File: src/verilog/fieldsel_defines.svh
// Timing counts and codes for the field set selection block.
// Assumes a 100 MHz system clock.
`ifndef FIELDSEL_DEFINES_SVH
`define FIELDSEL_DEFINES_SVH
`define CLK_PERIOD_NS 10
`define SCAN_PERIOD_MS 50
`define SCAN_CYCLES ((`SCAN_PERIOD_MS * 1000000) / `CLK_PERIOD_NS)
`define FLASH_HALF_MS 250
`define FLASH_HALF_CYCLES ((`FLASH_HALF_MS * 1000000) / `CLK_PERIOD_NS)
`define NUM_SETS 64
`define SEL_W 6
`define NUM_FIELDS 3
`endif

File: src/verilog/fieldsel_pkg.sv
// Types for the field set selection block.
// Assumes fieldsel_defines.svh is included by users that need counts.
package fieldsel_pkg;
  typedef enum logic [2:0] {
    MODE_NORMAL,
    MODE_BUSY,
    MODE_FATAL,
    MODE_SHUTDOWN,
    MODE_ALIGN,
    MODE_IDENTIFY
  } op_mode_e;
  typedef enum logic [1:0] {
    LED_OFF,
    LED_RED,
    LED_GREEN,
    LED_YELLOW
  } led_color_e;
endpackage

File: src/verilog/led_bus_if.sv
// Carries indicator requests from the top to the indicator driver.
// Assumes one clock domain.
`timescale 1ns/10ps
interface led_bus_if;
  import fieldsel_pkg::*;
  op_mode_e mode;
  logic [2:0] field_hit;
  led_color_e status_color;
  logic status_on;
  logic [2:0] field_led;
  modport ctrl (output mode, output field_hit, input status_color, input status_on, input field_led);
  modport drv (input mode, input field_hit, output status_color, output status_on, output field_led);
endinterface

File: src/verilog/field_set_select.sv
// Field set selection and switching outputs of the field monitor.
// Assumes select lines come from isolated pins (asynchronous) and the
// ranging/evaluation engine supplies per-field hits and configured flags.
//
// Behaviour
// - Sixty-four field sets, chosen by six select input lines.
// - Set number is bitwise inverse of lines; line 0 is the LSB.
// - Selecting an unconfigured set is ignored; previous set stays active.
// - New set applied only at the next scan boundary, within about 50 ms of change.
// - Field output asserted in normal operation while object detected inside its field.
// - Field output never asserted when its field is unconfigured.
// - Inactive output floats; active output switched to output common.
// - Health output high during normal operation, low otherwise.
// - Busy states: status steady red, all field indicators steady on.
// - Normal: status green, field indicators mirror field outputs.
// - Fatal flashes red and fields; shutdown dark; alignment, identify yellow.
`timescale 1ns/10ps
`include "fieldsel_defines.svh"
module field_set_select
  import fieldsel_pkg::*;
#(
  parameter int SCAN_LEN = `SCAN_CYCLES,
  parameter int FLASH_HALF = `FLASH_HALF_CYCLES
) (
  input wire logic sys_clk, // System clock, 100 MHz
  input wire logic rstn, // Async reset, active low
  input wire logic select_line_0, // Select pin, high = bit 0 clear
  input wire logic select_line_1, // Select pin
  input wire logic select_line_2, // Select pin
  input wire logic select_line_3, // Select pin
  input wire logic select_line_4, // Select pin
  input wire logic select_line_5, // Select pin, bit 5
  input wire logic [`NUM_SETS-1:0] set_configured, // Per-set configured flag
  input wire logic [`NUM_FIELDS-1:0] field_configured, // Fields configured in active set
  input wire logic [`NUM_FIELDS-1:0] field_object, // Object seen per field this scan
  input wire logic [2:0] op_mode, // Operating mode code, op_mode_e
  input wire logic scan_sync, // Scan boundary pulse from ranging engine
  input wire logic scan_sync_en, // Use scan_sync instead of internal timer
  output logic [`SEL_W-1:0] active_set, // Active field set number
  output logic [`SEL_W-1:0] requested_set, // Last sampled requested set
  output logic set_switch_pulse, // One cycle on field set change
  output logic set_reject_pulse, // One cycle when request refused
  output logic scan_boundary, // One cycle at every scan boundary
  output logic field_a_detect_out, // Field A output level when driven
  output logic field_a_detect_oe, // Field A tied to output common when high
  output logic field_b_detect_out, // Field B output level
  output logic field_b_detect_oe, // Field B enable
  output logic field_c_detect_out, // Field C output level
  output logic field_c_detect_oe, // Field C enable
  output logic sensor_health_out, // High while operating normally
  output logic [1:0] status_color, // Status indicator colour, led_color_e
  output logic status_on, // Status indicator lit
  output logic [`NUM_FIELDS-1:0] field_led // Field indicators lit
);
  logic [`SEL_W-1:0] sel_meta_r;
  logic [`SEL_W-1:0] sel_sync_r;
  logic [31:0] scan_cnt_r;
  logic boundary;
  logic [`SEL_W-1:0] set_nxt;
  logic [`SEL_W-1:0] active_set_r;
  logic [`SEL_W-1:0] requested_set_r;
  logic switch_r;
  logic reject_r;
  logic boundary_r;
  logic [`NUM_FIELDS-1:0] field_on_r;
  logic health_r;
  op_mode_e mode;
  logic [`SEL_W-1:0] raw_lines;

  assign raw_lines = {select_line_5, select_line_4, select_line_3,
                      select_line_2, select_line_1, select_line_0};
  assign mode = op_mode_e'(op_mode);

  // Two-stage synchroniser; meta stage feeds only the second stage
  always_ff @(posedge sys_clk or negedge rstn) begin
    if (!rstn) begin
      sel_meta_r <= 6'h3f;
      sel_sync_r <= 6'h3f;
    end else begin
      sel_meta_r <= raw_lines;
      sel_sync_r <= sel_meta_r;
    end
  end

  // Internal scan timer; external sync preferred when the engine provides it
  always_ff @(posedge sys_clk or negedge rstn) begin
    if (!rstn) begin
      scan_cnt_r <= 32'h0;
    end else if (boundary) begin
      scan_cnt_r <= 32'h0;
    end else begin
      scan_cnt_r <= scan_cnt_r + 32'h1;
    end
  end

  assign boundary = scan_sync_en ? scan_sync : (scan_cnt_r >= SCAN_LEN - 1);

  // Inverted code, line 0 as LSB
  assign set_nxt = ~sel_sync_r;

  // Selection applied only at a scan boundary
  always_ff @(posedge sys_clk or negedge rstn) begin
    if (!rstn) begin
      active_set_r <= 6'h0;
      requested_set_r <= 6'h0;
      switch_r <= 1'b0;
      reject_r <= 1'b0;
    end else begin
      switch_r <= 1'b0;
      reject_r <= 1'b0;
      if (boundary) begin
        requested_set_r <= set_nxt;
        if (set_nxt != active_set_r) begin
          if (set_configured[set_nxt]) begin
            active_set_r <= set_nxt;
            switch_r <= 1'b1;
          end else begin
            reject_r <= 1'b1;
          end
        end
      end
    end
  end

  always_ff @(posedge sys_clk or negedge rstn) begin
    if (!rstn) begin
      boundary_r <= 1'b0;
    end else begin
      boundary_r <= boundary;
    end
  end

  // Field outputs; held off outside normal operation and when unconfigured
  genvar gi;
  generate
    for (gi = 0; gi < `NUM_FIELDS; gi = gi + 1) begin : g_field
      always_ff @(posedge sys_clk or negedge rstn) begin
        if (!rstn) begin
          field_on_r[gi] <= 1'b0;
        end else begin
          field_on_r[gi] <= (mode == MODE_NORMAL) && field_configured[gi] && field_object[gi];
        end
      end
    end
  endgenerate

  always_ff @(posedge sys_clk or negedge rstn) begin
    if (!rstn) begin
      health_r <= 1'b0;
    end else begin
      health_r <= (mode == MODE_NORMAL);
    end
  end

  // Open when inactive, driven to common when active
  assign field_a_detect_out = field_on_r[0];
  assign field_a_detect_oe = field_on_r[0];
  assign field_b_detect_out = field_on_r[1];
  assign field_b_detect_oe = field_on_r[1];
  assign field_c_detect_out = field_on_r[2];
  assign field_c_detect_oe = field_on_r[2];
  assign sensor_health_out = health_r;
  assign active_set = active_set_r;
  assign requested_set = requested_set_r;
  assign set_switch_pulse = switch_r;
  assign set_reject_pulse = reject_r;
  assign scan_boundary = boundary_r;

  led_bus_if leds ();
  assign leds.mode = mode;
  assign leds.field_hit = field_on_r;

  led_driver #(
    .FLASH_HALF(FLASH_HALF)
  ) u_led (
    .sys_clk(sys_clk),
    .rstn(rstn),
    .leds(leds)
  );

  assign status_color = leds.status_color;
  assign status_on = leds.status_on;
  assign field_led = leds.field_led;
endmodule

File: src/verilog/led_driver.sv
// Indicator driver: maps operating mode and field hits to four indicators.
// Assumes a free running clock; flash rate from an internal divider.
`timescale 1ns/10ps
`include "fieldsel_defines.svh"
module led_driver
  import fieldsel_pkg::*;
#(
  parameter int FLASH_HALF = `FLASH_HALF_CYCLES
) (
  input wire logic sys_clk, // System clock
  input wire logic rstn, // Async reset, active low
  led_bus_if.drv leds // Mode in, indicator states out
);
  logic [31:0] flash_cnt_r;
  logic blink_r;
  led_color_e status_color_r;
  logic status_on_r;
  logic [2:0] field_led_r;

  // Flash phase divider
  always_ff @(posedge sys_clk or negedge rstn) begin
    if (!rstn) begin
      flash_cnt_r <= 32'h0;
      blink_r <= 1'b0;
    end else if (flash_cnt_r >= FLASH_HALF - 1) begin
      flash_cnt_r <= 32'h0;
      blink_r <= ~blink_r;
    end else begin
      flash_cnt_r <= flash_cnt_r + 32'h1;
    end
  end

  always_ff @(posedge sys_clk or negedge rstn) begin
    if (!rstn) begin
      status_color_r <= LED_RED;
      status_on_r <= 1'b1;
      field_led_r <= 3'h7;
    end else begin
      case (leds.mode)
        MODE_NORMAL: begin
          status_color_r <= LED_GREEN;
          status_on_r <= 1'b1;
          field_led_r <= leds.field_hit;
        end
        MODE_BUSY: begin
          status_color_r <= LED_RED;
          status_on_r <= 1'b1;
          field_led_r <= 3'h7;
        end
        MODE_FATAL: begin
          status_color_r <= LED_RED;
          status_on_r <= blink_r;
          field_led_r <= {3{blink_r}};
        end
        MODE_ALIGN: begin
          status_color_r <= LED_YELLOW;
          status_on_r <= 1'b1;
          field_led_r <= 3'h0;
        end
        MODE_IDENTIFY: begin
          status_color_r <= LED_YELLOW;
          status_on_r <= blink_r;
          field_led_r <= 3'h0;
        end
        default: begin
          status_color_r <= LED_OFF;
          status_on_r <= 1'b0;
          field_led_r <= 3'h0;
        end
      endcase
    end
  end

  assign leds.status_color = status_color_r;
  assign leds.status_on = status_on_r;
  assign leds.field_led = field_led_r;
endmodule
File: config.mk
export PLATFORM = sky130hd
export DESIGN_NAME = field_set_select
export DESIGN_NICKNAME = d
export VERILOG_FILES = /design/src/verilog/fieldsel_pkg.sv /design/src/verilog/led_bus_if.sv /design/src/verilog/field_set_select.sv /design/src/verilog/led_driver.sv
export VERILOG_INCLUDE_DIRS = /design/src /design/src/verilog
export SDC_FILE = /design/constraint.sdc
export NUM_CORES = 1
export LEC_CHECK = 0
export BUFFER_PORTS_ARGS = -buffer_cell sky130_fd_sc_hd__buf_2
export CORE_ASPECT_RATIO = 2
export CORE_MARGIN = 4
export CORE_UTILIZATION = 50
export DETAILED_ROUTE_END_ITERATION = 10
export GPL_ROUTABILITY_DRIVEN = 0
export GPL_TIMING_DRIVEN = 0
export PLACE_DENSITY_LB_ADDON = 0.3
export SLEW_MARGIN = 40
export SYNTH_ARGS = -nofsm -noshare
export SYNTH_HDL_FRONTEND = slang
export SYNTH_SLANG_ARGS = --single-unit
File: constraint.sdc
create_clock -name sys_clk -period 3.1 [get_ports sys_clk]
set_clock_uncertainty 0.05 [all_clocks]
set_input_delay 0.155 -clock sys_clk [delete_from_list [all_inputs] [get_ports sys_clk]]
set_output_delay 0.155 -clock sys_clk [all_outputs]
set_load 0.02 [all_outputs]
==> impl_metrics.toml, run 1 <==
[timing]
fin_ws_ps = 608
tns_ps = 0
hold_violations = 0
setup_viol = 0
worst_pin_slew_ps = 612
rsz0062_at_grt = "false"
slew_viol_final = 0
period_share = 0.804
max_freq_mhz = 401
hold_ws_ps = 18.8
min_period_ps = 2490
relSlewSlack = 0.589

[cells_and_area]
design_area_um2 = 6210
drive_gt1_frac = 0.291
diodes = 0
area_growth_pct = 23.4
fin_nets = 675
nFillCells = 788

[pwr]
switching_share = 0.264
p_clk_frac = 0.354
power.switching_mw = 0.774
p_per_area_nw_per_um2 = 473
internal_power_mw = 2.16
combPwrFrac = 0.147
peakVddDrop_v = 0.000388
seqPwrFrac = 0.499
leakagePower_nw = 2.83

[global_route]
antenna_found_initial = 0
overflow = 0
grt_pass1_wl_um = 19000
grt_usage = 0.204
first_global_vias = 4040
grt_max_degree = 54

[routing]
totalWireLength_um = 11300
via_per_inst = 5.15
vias = 3747
drc = 0
drtPass1Iterations = 4
drt_iter0_drc = 197
drtAntennaViolNets = 0
wl_per_cell_um = 15.5

[worst_setup_path]
critPathRequiredTime_ps = 3280
cp_num_buf_inv = 1
endpoint_kind = "flop"
cp-start-kind = "flop"
crit_path_max_incr_delay_ps = 430
crit_family = "compound AO/OA/AOI/OAI gates"
worst-path-max-fanout = 10
path_class = "flop to flop"
crit_chain = "ha_1 > nand4_1 > o21ai_0 > a221o_1 > a221oi_4 > a21oi_2 > buf_2 > and3_2"
cp_slowest_cell = "a221oi_4"
arrival_ps = 2670

[floorplan]
initial_utilization = 0.515
die_w_um = 78.9
ios = 111
num_rows = 51
die-area_um2 = 11800
fp.dieH_um = 150
fp.coreArea_um2 = 9760

[clocking]
clkTransAtPathRegs_ps = 70
root_buffer = "clkbuf_16"
cts_buffers = 9
tritoncts = "yes"
ctsResizeCount = 0
clk_latency_ps = 340
cts_hold_buf = 13
htreeDepth = 3
post_cts_buffers = 0
cts_buffer_depth = 2
cts.sinks = 102

[place]
dpl.hpwl_um = 8550
dp_slack_ps = 633
placed_cell_area_um2 = 5800
io_buffers = 108

[synthesis]
ys_types = 51
synthCells = 451
seq_area_frac_synth = 0.512
yosys_register_bits = 102
synthArstFlopShare = 1.00
synth_flop_cell = "dfrtp_1"
syn_area_um2 = 5030
yosys_warnings = 0
synth.top_cell.area_share = 0.423
synth.area.top_cells = "dfrtp_1, dfstp_2, nor2_1"
synth_edf_count = 0
syn_area_per_cell_um2 = 11.2
yosysTopAreaCell = "dfrtp_1"

[hold_path]
hp-class = "input pin to flop"

[run_status]
status = "complete, no violations"

[flow_run]
cap_violations = 0
[power by group through the flow]
stage | Sequential [mW] | Clock (mW) | Combinational (mW)
after detailed placement | 1.49 | 0 | 0.426
final | 1.46 | 1.04 | 0.433
after floorplan | 1.54 | 0 | 0.193
after global placement | 1.49 | 0 | 0.406
after CTS | 1.46 | 1.06 | 0.438
after global routing | 1.48 | 1.12 | 0.475
[kinds of logic after synthesis]
family / count (synthesis) / synth area share
and+or+nand+nor: 181 / 0.172
DFF: 102 / 0.512
xor gates and xnor gates: 60 / 0.104
buffers and inverters: 41 / 0.0408
muxes: 35 / 0.118
AOI/OAI and AO/OA: 29 / 0.0475
adders and majority gates: 2 / 0.00497
other: 1 / 0.000745
[through the flow]
stage                     std cells   util  power (mW)
after floorplan                 457      -        1.73
after CTS                       727  0.635        2.96
after global routing            727  0.636        3.07
after detailed placement        698  0.594        1.91
final                           727  0.636        2.94
after global placement          697  0.590        1.89
[cell usage in the layout, fill, tap and decap left out, types with 7 or more instances in the layout]
cell           count
inv_1             24
clkbuf_16          9
mux4_1            11
nand2_1           22
a21oi_1            7
nand4_1           11
and3_1            11
nand3_1           25
conb_1             7
dfrtp_1           85
xor2_1            26
xnor2_1           34
mux2i_1           18
buf_2            110
dlygate4sd3_1     13
clkbuf_1           7
dfstp_2           17
nor2_1            83
[routing by layer]
metal  track usage  part of all wire  vias up
li1              -                 -     1817
met4        0.0792             0.029        0
met3        0.0259             0.024       26
met2         0.373              0.57       70
met5             0                 0        -
met1         0.238              0.38     1834
[final cells by class]
class                   instances  area [um^2]  share of cell area
flip-flops and latches        102         2570               0.415
repair buffers                122          708               0.114
plain buffers                  17          115              0.0185
inverters                      24         90.1              0.0145
multi-input cells             314         2280               0.367
clock buffers                  10          229              0.0369
clock inverters                 6         47.5             0.00766
well taps                     132          165              0.0266
[cell usage after synthesis, types with 2 or more instances]
master / n
o21a_1: 2
dfrtp_1: 85
ha_1: 2
and4_1: 4
nand4_1: 11
nor4_1: 5
mux4_1: 11
a22oi_2: 2
o21bai_1: 3
or4_1: 2
buf_2: 3
nor2_1: 83
o21ai_0: 5
xnor2_1: 34
a21oi_1: 7
inv_1: 24
mux4_2: 5
buf_4: 4
dfstp_2: 17
clkbuf_1: 6
and3_1: 11
buf_6: 2
nand3_1: 25
or2_2: 2
xor2_1: 26
a221oi_2: 2
nor3_1: 6
mux2i_1: 18
nand2_1: 22
[worst reg2reg max path: stages, from the launching register on]
cell and delay, ps:
dfrtp_1 420, ha_1 260, nand4_1 150, o21ai_0 140, a221o_1 390, a221oi_4 430
a21oi_2 120, buf_2 230, and3_2 200
[sequential cells by signal, summed over array words and instances, names as in the netlist, 2 cells and up]
name,cells
active_set,6
requested_set,6
scan_cnt_r,32
sel_meta_r,6
sel_sync_r,6
u_led.flash_cnt_r,32
u_led.leds.field_led,3
u_led.leds.status_color,2
[worst paths after layout]
path,from,endpoint,slack [ps],cells past startpoint
worst max-delay path,scan_cnt_r[0]$_DFF_PN0_,set_reject_pulse$_DFF_PN0_,610,8
worst min-delay path,field_object[0],field_a_detect_oe$_DFF_PN0_,20,2
worst min register to register,sel_meta_r[3]$_DFF_PN1_,sel_sync_r[3]$_DFF_PN1_,310,0
worst max register to register,scan_cnt_r[0]$_DFF_PN0_,set_reject_pulse$_DFF_PN0_,610,8
max in group asynchronous,rstn,scan_cnt_r[21]$_DFF_PN0_,2160,3
min in group asynchronous,rstn,requested_set[1]$_DFFE_PN0N_,260,2
Power figures use the tool's default switching activity.
==> run 2: changes to the inputs <==
--- a/config.mk
+++ b/config.mk
@@ -9,7 +9,7 @@
 export BUFFER_PORTS_ARGS = -buffer_cell sky130_fd_sc_hd__buf_2
 export CORE_ASPECT_RATIO = 2
 export CORE_MARGIN = 4
-export CORE_UTILIZATION = 50
+export CORE_UTILIZATION = 49
 export DETAILED_ROUTE_END_ITERATION = 10
 export GPL_ROUTABILITY_DRIVEN = 0
 export GPL_TIMING_DRIVEN = 0
==> constraint.sdc (replaced) <==
create_clock -name sys_clk -period 2.2 [get_ports sys_clk]
set_clock_uncertainty 0.05 [all_clocks]
set_input_delay 0.11 -clock sys_clk [delete_from_list [all_inputs] [get_ports sys_clk]]
set_output_delay 0.11 -clock sys_clk [all_outputs]
set_load 0.02 [all_outputs]
==> run 2 against run 1 <==
  * The flow now finishes with violations (setup timing)
  * Cell area increased by 4.3%
  * Combinational power increased by 54%
  * Via count increased by 4.8%
  * First-iteration DRC count decreased by 22%
  * Sequential share of layout area decreased by 1.7 points
  * Clock power increased by 62%
  * Register-to-register slack got worse by 750 ps
  * Global-route usage increased by 0.75 points
  * Sequential cell count unchanged
  * Critical endpoint is now active_set[0]$_DFFE_PN0P_
==> impl_metrics.toml, run 2 (synthesis results as in run 1) <==
[clocking]
clkTransAtPathRegs_ps = 70
root_buffer = "clkbuf_16"
tritoncts = "yes"
cts.sinks = 102
cts_buffer_depth = 2
htreeDepth = 3
cts_buffers = 9
clk_latency_ps = 350

[routing]
wl_per_cell_um = 16.0
drt_iter0_drc = 153
drtPass1Iterations = 4
vias = 3928
totalWireLength_um = 11900
drc = 0
drtAntennaViolNets = 0
via_per_inst = 5.26

[worst_setup_path]
path_class = "flop to flop"
endpoint_kind = "flop"
critPathRequiredTime_ps = 2370
arrival_ps = 2510
worst-path-max-fanout = 6
cp-start-kind = "flop"

[floorplan]
die-area_um2 = 12100
die_w_um = 79.7
ios = 111
num_rows = 52
fp.coreArea_um2 = 10100
fp.dieH_um = 151
initial_utilization = 0.499

[cells_and_area]
mostFrequentLayoutCell = "buf_2"
design_area_um2 = 6470
drive_gt1_frac = 0.345
area_growth_pct = 28.7
fin_nets = 692
reg_top3 = "scan_cnt_r: 32 flops, u_led.flash_cnt_r: 32 flops"
layout_common_cells = "buf_2, dfrtp_1, nor2_1, xnor2_1, xor2_1"
diodes = 0

[flow_run]
cap_violations = 0

[run_status]
violations = "setup timing"
status = "complete, but fails checks"

[pwr]
seqPwrFrac = 0.468
combPwrFrac = 0.151
internal_power_mw = 3.28
power.switching_mw = 1.14
switching_share = 0.258
p_per_area_nw_per_um2 = 682
peakVddDrop_v = 0.000574
leakagePower_nw = 2.94
p_clk_frac = 0.381

[global_route]
first_global_vias = 4198
grt_usage = 0.211
grt_pass1_wl_um = 19600
overflow = 0
antenna_found_initial = 0
grt_max_degree = 55

[timing]
worst_pin_slew_ps = 578
max_freq_mhz = 427
rsz0062_at_grt = "true"
period_share = 1.07
hold_ws_ps = 71.9
min_period_ps = 2340
relSlewSlack = 0.612
fin_ws_ps = -143
setup_viol = 8
slew_viol_final = 0
hold_violations = 0

[hold_path]
hp-class = "input pin to flop"

[place]
placed_cell_area_um2 = 5800
io_buffers = 108
dpl.hpwl_um = 8630
dp_slack_ps = -264
## run 2: worst paths after layout
check / startpoint / to / slack, ps / cells after the start
max in group asynchronous: rstn / scan_cnt_r[22]$_DFF_PN0_ / 1320 / 3
max reg2reg: sel_sync_r[0]$_DFF_PN1_ / active_set[0]$_DFFE_PN0P_ / -140 / 8
min reg2reg: sel_meta_r[2]$_DFF_PN1_ / sel_sync_r[2]$_DFF_PN1_ / 310 / 0
min: op_mode[1] / u_led.leds.status_color[1]$_DFF_PN0_ / 70 / 2
max: sel_sync_r[0]$_DFF_PN1_ / active_set[0]$_DFFE_PN0P_ / -140 / 8
min in group asynchronous: rstn / requested_set[0]$_DFFE_PN0N_ / 200 / 2
## run 2: area by class of cell
type,count,area [um^2]
clock buffers,11,254
fillers,779,3610
inverters,24,90.1
plain buffers,16,130
repair buffers,140,882
well taps,135,169
flip-flops and latches,102,2570
multi-input cells,314,2310
clock inverters,5,66.3
## run 2: layer usage
layer | up-vias | track usage | part of all wire
li1 | 1845 | - | -
met1 | 1957 | 0.228 | 0.38
met2 | 89 | 0.384 | 0.55
met3 | 37 | 0.0393 | 0.033
met4 | 0 | 0.108 | 0.033
met5 | - | 0 | 0
## run 2: repair_timing
action,in CTS,in global routing
hold endpoints to repair,115,0
gates resized for setup,23,14
setup endpoints to repair,67,67
buffers inserted,12,4
pin swaps,10,6
hold buffers,14,0
gates cloned,1,0
## run 2: critical path, stage by stage, from the launching register on
cell and delay, ps:
dfstp_2 580, buf_8 130, buf_4 120, mux4_1 540
mux2i_1 180, a22oi_2 110, a22oi_2 250, nor3_4 110
mux2i_1 150
## run 2: metrics by stage
step	setup TNS (ps)	cells	utilization	power, mW
after CTS	-893	743	0.635	4.44
after global routing	-1610	747	0.642	4.59
final	-837	747	0.642	4.42
after global placement	-11440	700	0.571	2.67
after detailed placement	-9620	701	0.575	2.70
after floorplan	0	457	-	2.44
## run 2: power groups by stage
stage	combinational [mW]	sequential (mW)	clock [mW]
floorplan	0.272	2.17	0
global placement	0.575	2.09	0
detailed placement	0.596	2.10	0
CTS	0.656	2.07	1.72
global route	0.727	2.08	1.78
finish	0.667	2.07	1.68
